`src/dnc_pkg.sv`:
```
// constants, types and register map of the drive network data image
package dnc_pkg;

  // ---------------------------------------------------------------
  // image geometry and addressing
  // ---------------------------------------------------------------
  localparam int NUM_WORDS = 10;
  localparam logic [15:0] REG_BASE = 16'h0400;
  localparam logic [15:0] REG_LAST = 16'h0409;

  // ---------------------------------------------------------------
  // output image word indices (configuration mode)
  // ---------------------------------------------------------------
  localparam logic [3:0] W_CTRL_A = 4'h0;
  localparam logic [3:0] W_CTRL_B = 4'h1;
  localparam logic [3:0] W_SPD_HI = 4'h2;
  localparam logic [3:0] W_SPD_LO = 4'h3;
  localparam logic [3:0] W_STEPS = 4'h4;
  localparam logic [3:0] W_RSVD = 4'h5;
  localparam logic [3:0] W_COUNTS = 4'h6;
  localparam logic [3:0] W_IDLE = 4'h7;
  localparam logic [3:0] W_CUR = 4'h8;
  localparam logic [3:0] W_GAIN = 4'h9;
  localparam logic [3:0] W_LAST = 4'h9;

  // ---------------------------------------------------------------
  // command mode words and input image words
  // ---------------------------------------------------------------
  localparam logic [3:0] CMD_EN_WORD = 4'h1;
  localparam logic [3:0] CMD_PARAM_FIRST = 4'h2;
  localparam logic [3:0] CMD_PARAM_SECOND = 4'h3;
  localparam logic [3:0] IN_STATUS = 4'h0;
  localparam logic [3:0] IN_MPOS_FIRST = 4'h2;
  localparam logic [3:0] IN_MPOS_SECOND = 4'h3;
  localparam logic [3:0] IN_ENC_FIRST = 4'h4;
  localparam logic [3:0] IN_ENC_SECOND = 4'h5;

  // ---------------------------------------------------------------
  // bit positions
  // ---------------------------------------------------------------
  localparam int MODE_BIT = 15;
  localparam int CW0_RSVD_BIT = 9;
  localparam int CW1_BIN_OUT_BIT = 0;
  localparam int CW1_BIN_IN_BIT = 1;
  localparam int CW1_BIG_END_BIT = 2;
  localparam int CMD_EN_BIT = 15;

  // ---------------------------------------------------------------
  // ranges and codes
  // ---------------------------------------------------------------
  localparam logic signed [31:0] MW_SCALE = 32'sh0000_03e8;
  localparam logic signed [31:0] SPD_MIN = 32'sh0000_0001;
  localparam logic signed [31:0] SPD_MAX = 32'sh001e_847f;
  localparam logic [15:0] STEPS_MIN = 16'h00c8;
  localparam logic [15:0] STEPS_MAX = 16'h7fff;
  localparam logic [15:0] COUNTS_MAX = 16'h8000;
  localparam logic [15:0] IDLE_MAX = 16'h0064;
  localparam logic [15:0] CUR_MIN = 16'h000a;
  localparam logic [15:0] CUR_MAX = 16'h003c;
  localparam logic [15:0] GAIN_MIN = 16'h0001;
  localparam logic [15:0] GAIN_MAX = 16'h0028;
  localparam logic [15:0] ERR_NO_CFG = 16'h6408;
  localparam logic [15:0] WORD_ZERO = 16'h0000;
  localparam logic [3:0] IDX_ONE = 4'h1;

  // ---------------------------------------------------------------
  // types
  // ---------------------------------------------------------------
  typedef logic [NUM_WORDS-1:0][15:0] dnc_img_t;
  typedef struct packed {
    logic bin_out;
    logic bin_in;
    logic big_end;
  } dnc_fmt_s;
  typedef struct packed {
    logic wr;
    logic [15:0] addr;
    logic [15:0] data;
  } dnc_wr_s;
  typedef struct packed {
    logic [15:0] first;
    logic [15:0] second;
  } dnc_pair_s;

endpackage : dnc_pkg

```
`src/dnc_pair_enc.sv`:
```
// encoder of a 32-bit readback value into a pair of image words
`timescale 1ns/100ps
module dnc_pair_enc
  import dnc_pkg::*;
(
  // clock and reset
  input wire logic mclk,
  input wire logic rst_n,
  // value and format
  input wire logic signed [31:0] val,
  input wire logic bin,
  input wire logic big_end,
  // word pair
  output dnc_pair_s pair
);

  // ---------------------------------------------------------------
  // split
  // ---------------------------------------------------------------
  localparam logic signed [31:0] MW_MIN = 32'shfe0c_0000;
  localparam logic signed [31:0] MW_MAX = 32'sh01f3_ffff;

  logic signed [31:0] quo;
  logic signed [31:0] rem;

  assign quo = val / MW_SCALE;
  assign rem = val % MW_SCALE;

  always_comb begin
    if (!bin) begin
      pair.first = quo[15:0];
      pair.second = rem[15:0];
    end else if (big_end) begin
      pair.first = val[31:16];
      pair.second = val[15:0];
    end else begin
      pair.first = val[15:0];
      pair.second = val[31:16];
    end
  end
endmodule : dnc_pair_enc

```
`src/dnc_cfg_check.sv`:
```
// range checker of a candidate configuration image
`timescale 1ns/100ps
module dnc_cfg_check
  import dnc_pkg::*;
(
  // clock and reset
  input wire logic mclk,
  input wire logic rst_n,
  // candidate image
  input dnc_img_t img,
  // verdict
  output logic ok
);

  // ---------------------------------------------------------------
  // field checks
  // ---------------------------------------------------------------
  logic signed [31:0] speed;
  logic spd_ok;
  logic fld_ok;

  assign speed = $signed({{16{img[W_SPD_HI][15]}}, img[W_SPD_HI]}) * MW_SCALE
               + $signed({{16{img[W_SPD_LO][15]}}, img[W_SPD_LO]});
  assign spd_ok = (speed >= SPD_MIN) && (speed <= SPD_MAX);

  always_comb begin
    fld_ok = 1'b1;
    if (img[W_CTRL_A][CW0_RSVD_BIT]) begin
      fld_ok = 1'b0;
    end
    if (img[W_STEPS] < STEPS_MIN || img[W_STEPS] > STEPS_MAX) begin
      fld_ok = 1'b0;
    end
    if (img[W_RSVD] != WORD_ZERO) begin
      fld_ok = 1'b0;
    end
    if (img[W_COUNTS] > COUNTS_MAX) begin
      fld_ok = 1'b0;
    end
    if (img[W_IDLE] > IDLE_MAX) begin
      fld_ok = 1'b0;
    end
    if (img[W_CUR] < CUR_MIN || img[W_CUR] > CUR_MAX || img[W_CUR][0]) begin
      fld_ok = 1'b0;
    end
    if (img[W_GAIN] < GAIN_MIN || img[W_GAIN] > GAIN_MAX) begin
      fld_ok = 1'b0;
    end
  end

  assign ok = spd_ok && fld_ok;
endmodule : dnc_cfg_check

```
`src/dnc_drive_image.sv`:
```
// network data image of the stepper drive: output image, config, input image
`timescale 1ns/100ps
// Summary of operation
// ten sixteen-bit words each direction
// one output bit selects the mode
// word zero bit fifteen: one configures
// power up in command mode, motor off
// apply stored config, power needs enable bit
// no config reports error code
// connection config overrides stored config
// multi-word: thousands then remainder, signed
// multi-word range limited, overflow undefined
// wide parameters and readbacks take two words
// multi-word format by default
// separate format bits per direction
// host sets both bits for 32-bit
// endian bit orders the 32-bit halves
// zero-based registers from fixed base
// host keeps start speed in range
// host writes even current tenths
// out-of-range config is invalid, motor off
module dnc_drive_image
  import dnc_pkg::*;
(
  // clock and reset
  input wire logic mclk,
  input wire logic rst_n,
  // host output image writes
  input dnc_wr_s host_wr,
  // host input image reads
  input wire logic host_rd,
  input wire logic [15:0] host_rd_addr,
  output logic [15:0] rd_data_ff,
  // connection supplied configuration
  input wire logic conn_cfg_apply,
  // stored configuration
  input wire logic nvm_present,
  input wire logic [15:0] nvm_data,
  output logic [3:0] nvm_idx_ff,
  // readback values
  input wire logic signed [31:0] motor_pos,
  input wire logic signed [31:0] enc_pos,
  // drive status and parameters
  output logic cfg_mode_ff,
  output logic cfg_valid_ff,
  output logic motor_power_ff,
  output logic move_enable_ff,
  output logic [31:0] cmd_param_ff,
  output dnc_fmt_s fmt_ff
);

  // ---------------------------------------------------------------
  // declarations
  // ---------------------------------------------------------------
  typedef enum {ST_LOAD, ST_CHECK, ST_RUN} dnc_state_e;

  dnc_state_e state_ff;
  dnc_img_t out_img_ff;
  dnc_img_t cfg_ff;
  logic cfg_ok;
  logic wr_hit;
  logic [3:0] wr_idx;
  logic rd_hit;
  logic [3:0] rd_idx;
  logic mode_now;
  logic mode_leave;
  logic en_bit;
  dnc_fmt_s nxt_fmt;
  dnc_pair_s mpos_pair;
  dnc_pair_s enc_pair;
  logic [15:0] nxt_rd_data;
  logic [31:0] nxt_cmd_param;
  logic signed [31:0] mw_param;
  logic [15:0] p_first;
  logic [15:0] p_second;
  logic [15:0] wr_off;
  logic [15:0] rd_off;

  // ---------------------------------------------------------------
  // address decode
  // ---------------------------------------------------------------
  assign wr_off = host_wr.addr - REG_BASE;
  assign rd_off = host_rd_addr - REG_BASE;
  assign wr_hit = host_wr.wr && host_wr.addr >= REG_BASE && host_wr.addr <= REG_LAST;
  assign wr_idx = wr_off[3:0];
  assign rd_hit = host_rd_addr >= REG_BASE && host_rd_addr <= REG_LAST;
  assign rd_idx = rd_off[3:0];

  // ---------------------------------------------------------------
  // output image
  // ---------------------------------------------------------------
  always_ff @(posedge mclk) begin
    if (!rst_n) begin
      out_img_ff <= '0;
    end else if (wr_hit) begin
      out_img_ff[wr_idx] <= host_wr.data;
    end
  end

  // ---------------------------------------------------------------
  // mode tracking
  // ---------------------------------------------------------------
  assign mode_now = out_img_ff[W_CTRL_A][MODE_BIT];
  assign mode_leave = cfg_mode_ff && !mode_now;
  assign en_bit = out_img_ff[CMD_EN_WORD][CMD_EN_BIT];

  always_ff @(posedge mclk) begin
    if (!rst_n) begin
      cfg_mode_ff <= 1'b0;
    end else begin
      cfg_mode_ff <= mode_now;
    end
  end

  // ---------------------------------------------------------------
  // configuration loading and checking
  // ---------------------------------------------------------------
  dnc_cfg_check u_check (
    .mclk(mclk),
    .rst_n(rst_n),
    .img(cfg_ff),
    .ok(cfg_ok)
  );

  always_ff @(posedge mclk) begin
    if (!rst_n) begin
      state_ff <= ST_LOAD;
      cfg_ff <= '0;
      nvm_idx_ff <= '0;
      cfg_valid_ff <= 1'b0;
    end else if (conn_cfg_apply) begin
      cfg_ff <= out_img_ff;
      cfg_valid_ff <= 1'b0;
      state_ff <= ST_CHECK;
    end else begin
      case (state_ff)
        ST_LOAD: begin
          if (!nvm_present) begin
            state_ff <= ST_RUN;
          end else begin
            cfg_ff[nvm_idx_ff] <= nvm_data;
            if (nvm_idx_ff == W_LAST) begin
              state_ff <= ST_CHECK;
            end else begin
              nvm_idx_ff <= nvm_idx_ff + IDX_ONE;
            end
          end
        end
        ST_CHECK: begin
          cfg_valid_ff <= cfg_ok;
          state_ff <= ST_RUN;
        end
        ST_RUN: begin
          if (mode_leave) begin
            cfg_ff <= out_img_ff;
            cfg_valid_ff <= 1'b0;
            state_ff <= ST_CHECK;
          end
        end
        default: begin
          state_ff <= ST_LOAD;
        end
      endcase
    end
  end

  // ---------------------------------------------------------------
  // format selection
  // ---------------------------------------------------------------
  always_comb begin
    nxt_fmt.bin_out = cfg_ff[W_CTRL_B][CW1_BIN_OUT_BIT];
    nxt_fmt.bin_in = cfg_ff[W_CTRL_B][CW1_BIN_IN_BIT];
    nxt_fmt.big_end = cfg_ff[W_CTRL_B][CW1_BIG_END_BIT];
  end

  always_ff @(posedge mclk) begin
    if (!rst_n) begin
      fmt_ff <= '0;
    end else if (state_ff == ST_CHECK) begin
      fmt_ff <= cfg_ok ? nxt_fmt : '0;
    end
  end

  // ---------------------------------------------------------------
  // drive enables
  // ---------------------------------------------------------------
  always_ff @(posedge mclk) begin
    if (!rst_n) begin
      motor_power_ff <= 1'b0;
      move_enable_ff <= 1'b0;
    end else begin
      motor_power_ff <= cfg_valid_ff && state_ff == ST_RUN && en_bit;
      move_enable_ff <= cfg_valid_ff && state_ff == ST_RUN && !mode_now;
    end
  end

  // ---------------------------------------------------------------
  // command parameter decode
  // ---------------------------------------------------------------
  assign p_first = out_img_ff[CMD_PARAM_FIRST];
  assign p_second = out_img_ff[CMD_PARAM_SECOND];
  assign mw_param = $signed({{16{p_first[15]}}, p_first}) * MW_SCALE
                  + $signed({{16{p_second[15]}}, p_second});

  always_comb begin
    if (!fmt_ff.bin_out) begin
      nxt_cmd_param = mw_param;
    end else if (fmt_ff.big_end) begin
      nxt_cmd_param = {p_first, p_second};
    end else begin
      nxt_cmd_param = {p_second, p_first};
    end
  end

  always_ff @(posedge mclk) begin
    if (!rst_n) begin
      cmd_param_ff <= '0;
    end else if (!mode_now) begin
      cmd_param_ff <= nxt_cmd_param;
    end
  end

  // ---------------------------------------------------------------
  // input image
  // ---------------------------------------------------------------
  dnc_pair_enc u_mpos (
    .mclk(mclk),
    .rst_n(rst_n),
    .val(motor_pos),
    .bin(fmt_ff.bin_in),
    .big_end(fmt_ff.big_end),
    .pair(mpos_pair)
  );

  dnc_pair_enc u_enc (
    .mclk(mclk),
    .rst_n(rst_n),
    .val(enc_pos),
    .bin(fmt_ff.bin_in),
    .big_end(fmt_ff.big_end),
    .pair(enc_pair)
  );

  always_comb begin
    nxt_rd_data = WORD_ZERO;
    if (rd_hit) begin
      case (rd_idx)
        IN_STATUS: begin
          nxt_rd_data = cfg_valid_ff ? {cfg_mode_ff, 15'h0000} : ERR_NO_CFG;
        end
        IN_MPOS_FIRST: begin
          nxt_rd_data = mpos_pair.first;
        end
        IN_MPOS_SECOND: begin
          nxt_rd_data = mpos_pair.second;
        end
        IN_ENC_FIRST: begin
          nxt_rd_data = enc_pair.first;
        end
        IN_ENC_SECOND: begin
          nxt_rd_data = enc_pair.second;
        end
        default: begin
          nxt_rd_data = WORD_ZERO;
        end
      endcase
    end
  end

  always_ff @(posedge mclk) begin
    if (!rst_n) begin
      rd_data_ff <= '0;
    end else if (host_rd) begin
      rd_data_ff <= nxt_rd_data;
    end
  end
endmodule : dnc_drive_image

```
`config.mk`:
```
export PLATFORM = sky130hd
export DESIGN_NAME = dnc_drive_image
export DESIGN_NICKNAME = d
export VERILOG_FILES = /design/src/dnc_pkg.sv /design/src/dnc_pair_enc.sv /design/src/dnc_cfg_check.sv /design/src/dnc_drive_image.sv
export SDC_FILE = /design/constraint.sdc
export NUM_CORES = 2
export LEC_CHECK = 0
export BUFFER_PORTS_ARGS = -buffer_cell sky130_fd_sc_hd__buf_2
export CAP_MARGIN = 25
export CELL_PAD_IN_SITES_DETAIL_PLACEMENT = 1
export CELL_PAD_IN_SITES_GLOBAL_PLACEMENT = 2
export CORE_MARGIN = 10
export CORE_UTILIZATION = 30
export DETAILED_ROUTE_END_ITERATION = 12
export PLACE_DENSITY_LB_ADDON = 0.1
export RECOVER_POWER = 25
export SYNTH_ARGS = -nofsm -noshare
export SYNTH_HDL_FRONTEND = slang
export SYNTH_HIERARCHICAL = 1
export SYNTH_SLANG_ARGS = --single-unit
```
`constraint.sdc`:
```
create_clock -name mclk -period 25.7 [get_ports mclk]
set_input_delay 6.425 -clock mclk [delete_from_list [all_inputs] [get_ports mclk]]
set_output_delay 6.425 -clock mclk [all_outputs]
set_load 0.01 [all_outputs]
```
## Yosys cells after proc, flatten, opt, wreduce, memory -nomap -nowiden

Cells that the tools add are included.

- Logic and storage cells: 139
- Register bits after elaboration: 411
- Output and inout port bits: 59
- Input port bits: 134

- Magnitude comparators: 18
- Reduce and logical (&&, ||, !) cells: 27
- Mux-type cells: 34
- $add $sub $neg: 5
- Bitwise operators: 3
- Equality and inequality tests: 14
- Div/mod/pow operators: 4
- $mul: 2

Operators by type and width:

| cell | number |
|---|---|
| 160-bit 2-to-1 mux | 3 |
| 160-bit bitwise mux | 2 |
| 160-bit one-hot mux with 2 select lines | 1 |
| 32-bit 2-to-1 mux | 9 |
| 16-bit demux with 4-bit select | 2 |
| 32-bit one-hot mux with 3 select lines | 1 |
| 16-bit one-hot mux with 5 select lines | 1 |
| 32-bit by 11-bit divider with 32-bit output (second input constant) | 2 |
| 32-bit by 2-bit equality test with 1-bit output (second input constant) | 2 |
| 32-bit by 11-bit modulo with 32-bit output (second input constant) | 2 |
| 16-bit 2-to-1 mux | 4 |
| 27-bit by 16-bit adder with 28-bit output | 2 |
| 16-bit by 8-bit multiplier with 24-bit output (second input constant) | 2 |
| 32-bit by 1-bit equality test with 1-bit output (second input constant) | 1 |
| 32-bit by 3-bit equality test with 1-bit output (second input constant) | 1 |
| 16-bit by 11-bit greater-or-equal comparator with 1-bit output (second input constant) | 2 |
| 32-bit by 2-bit greater-or-equal comparator with 1-bit output (second input constant) | 1 |
| 16-bit by 6-bit greater-than comparator with 1-bit output (second input constant) | 2 |
| 16-bit by 11-bit less-or-equal comparator with 1-bit output (second input constant) | 2 |
| 32-bit by 22-bit less-or-equal comparator with 1-bit output (second input constant) | 1 |
| 32-bit logical NOT | 1 |
| 16-bit by 15-bit greater-than comparator with 1-bit output (second input constant) | 1 |
| 16-bit greater-than comparator (second input constant) | 1 |
| 16-bit by 7-bit greater-than comparator with 1-bit output (second input constant) | 1 |
| 28 further kinds | 60 |

## Longest topological paths before layout

- Word-level depth: 10
- Mapped depth: 79
- Depth with buffers taken out: 67

## Cells and area by module

The synthesis kept the hierarchy.

By module, submodules not included:

| module | cells an instance | sequential area each (µm²) | area each (µm²) | instances |
|---|---|---|---|---|
| dnc_drive_image | 2290 | 7627.3 | 19797.7 | 1 |
| dnc_pair_enc | 1313 | 0.0 | 9233.9 | 2 |
| dnc_cfg_check | 607 | 0.0 | 4845.9 | 1 |

## Worst setup path after synthesis

Ideal clock, no wire load.

- Path kind: input to register
- From: input port enc_pos[0]
- To: register rd_data_ff[12]
- Path buffers: 5
- Cell stages on the path: 68
- Library setup time: 0.128 ns
- Arrival time: 23.206 ns
- Path slack: 2.367 ns
- Data required time: 25.572 ns
- Path through: clkbuf_1 > inv_1 > ha_1 > nor3b_2 > nand2_1 > or4_1 > and3_1 > o32a_1 > a211o_1 > or4_1 > o211ai_2 > a41oi_4 > o211a_2 > o211a_4 > a2111oi_4 > or3_1 > buf_4 > and3_1 > [32 not listed] > maj3_2 > a221oi_4 > mux2i_1 > a21oi_2 > o21bai_1 > mux2i_1 > a31oi_1 > nor4_4 > xnor2_2 > or3_1 > o31a_1 > nand2b_1 > o41a_1 > a21o_1 > a222oi_1 > a21oi_1 > a21oi_1 > nor2_1

RTL lines:

| element | RTL line | RTL |
|---|---|---|
| from (decl) | dnc_drive_image.sv:42 | `input wire logic signed [31:0] enc_pos,` |
| to (signal assigned) | dnc_drive_image.sv:274 | `rd_data_ff <= nxt_rd_data;` |
| to (decl) | dnc_drive_image.sv:33 | `output logic [15:0] rd_data_ff,` |

==> results.md <==
- Status: complete, but fails checks
- Failing checks: max-capacitance violations, max-slew violations
- Worst EP arrival: ~25 ns
- TritonCTS Sinks: approximately 320
- Via count: ~42000
- CTS Hold Buffers Added: 0
- Num ports: roughly 190
- Share of cells above drive strength 1: ~17%
- Mapped Area: 40990 µm²
- Post-Syn Instances: roughly 5300
- Syn Nets: 5727
- Register area: 6432 µm²
- Fmax: a little over 0.04 GHz
- Initial antenna violation count: 8
- CP Launch Type: input pin
- Worst hold path class: flip-flop to flip-flop
- Clk slew on worst S/H paths: around 0.060 ns
- Met3 wire length: between 8 and 9 mm
- GR Util All Layers: between 20% and 30%
- CTS tree: built
- Antenna viol nets, final: 0
- Max-Cap Viols: 1
- # DRC: 0
- HPWL after DPL: roughly 140 mm
- Multi-input logic area: 32710 µm²
- Core ar.: approximately 140000 µm²
- M1 wire length: approximately 90 mm
- IO Port Bufs: between 150 and 200
- Crit-path max FO: 10
- Worst-Skew Late Latency: 0.59 ns
- Die Y: 389.6 µm
- Yosys warns: 6
- First-pass GRT wire length: roughly 270 mm
- Die Area: 151800 µm²
- Rows: 135
- Crit-path slowest cell: or4_4
- Average vias per placed instance: 5.739
- Final WS setup: around 1.0 ns
- DRT Wirelength: approximately 180 mm
- Worst Setup End Kind: flip-flop
- CP required: ~26 ns
- CP max stage delay: 0.63 ns
- Final min period: between 20 and 25 ns
- Root buffer cell: clkbuf_16
- GP Congestion: just over 0.9
- Layout Skew: approximately 0.035 ns
- Synth Area per Inst: between 7 and 8 µm²
- Dpl ws: -0.4064 ns
- Relative slew slack: -57.60%
- Crit share post-route: 95.95%
- Die width: approximately 390 µm
- Fin. max-slew vios: 35
- Final hold vios: 0
- Initial Utilization: 30.22%
- # nets final: a little under 6000
- Num CTS Buffers: about 40
- P&R area growth vs syn: 15.08%
- Met2 WL: between 70 and 80 mm
- Fill count: about 16000
- Largest net degree at the start of global routing: ~120
- DR WL/cell: approximately 24 µm
- WHS: roughly 0.43 ns
- Grt ovf: 0
- Drt first pass iters: 6
- Class of the most critical setup path: input pin to flip-flop
- Clock Path Buffers: 3
- Vias in the first global route: around 42000
- Actual slew at the worst max-slew pin: approximately 2.4 ns
- # setup viols final: 0
- Max H-tree Level: 2
- Max Used Layer: met5
- DR iter-0 viols: between 2000 and 3000
[worst max-delay path, delay by kind of cell]
kind	cells	cell delay (ns)
compound gates	35	9.79
simple gates	22	6.59
mux	3	1.02
buf+inv	5	0.86
fa+ha+maj	1	0.23
xor+xnor	1	0.19
[routing by layer]
| layer | up-vias | global-route usage, % |
|---|---|---|
| li1 | 20060 | - |
| met1 | 21020 | 33.07 |
| met2 | 824 | 33.63 |
| met3 | 134 | 2.651 |
| met4 | 4 | 2.770 |
| met5 | - | 0 |
[state kept, by name (all words and copies together) (netlist names), 2 cells and up]
name and cells:
cfg_ff 129, out_img_ff 97, cmd_param_ff 32, p_first 16
p_second 16, rd_data_ff 16, nvm_idx_ff 4, fmt_ff 3
state_ff 2
[per-stage QoR]
stage          cells  utilization [%]  setup TNS [ns]  instance area, µm²
3_3_place_gp    7227            33.07         -0.9180               44860
6_report        7326            34.78               0               47170
2_1_floorplan   5292                -               0               40990
5_1_grt         7325            34.77         -0.2565               47170
3_5_place_dp    7228            33.08          -3.434               44860
4_1_cts         7303            34.14               0               46300
[worst paths after layout]
check | cells past startpoint | startpoint | slack, ns | endpoint
worst min register to register | 2 | en_bit | 0.43 | motor_power_ff
worst min-delay path | 2 | en_bit | 0.43 | motor_power_ff
worst max register to register | 29 | cfg_ff[37] | 17.22 | fmt_ff[1]
worst max-delay path | 67 | enc_pos[1] | 1.04 | rd_data_ff[12]
[cells in the final DEF, fill, tap and decap left out, types with 41 or more instances in the layout]
cell / count
a21oi_1: 422
o31ai_1: 52
nand2b_1: 44
o21ai_0: 171
nand3_1: 134
nor3_1: 108
buf_4: 281
and3_1: 50
xnor2_1: 173
nand4_1: 49
xor2_1: 99
ha_1: 183
inv_1: 340
nor2_1: 552
a31oi_1: 54
a21o_1: 69
o21a_1: 50
a211oi_1: 159
mux2_2: 45
o211ai_1: 83
clkbuf_1: 65
buf_2: 137
clkbuf_16: 41
and2_1: 61
nand2_1: 379
mux2i_1: 218
fa_1: 118
nor4_1: 45
or3_1: 56
dfxtp_1: 318
[what timing repair did]
action | in CTS | in global routing
endpoints found under the hold margin | 0 | 0
setup endpoints to repair | 0 | 16
resized for setup | 0 | 124
setup buffers | 0 | 21
[area by class of cell]
| class | instances | area share, % |
|---|---|---|
| Clock buffer | 61 | 2.568 |
| Antenna cell | 1 | 0.005305 |
| Tap cell | 1781 | 4.724 |
| Timing Repair Buffer | 476 | 6.472 |
| Inverter | 346 | 2.769 |
| Clock inverter | 14 | 0.4775 |
| Multi-Input combinational cell | 4326 | 69.35 |
| Sequential cell | 321 | 13.64 |
Power is not shown: default switching activity piles up to over one toggle a cycle in this logic, so the estimate is an artifact.
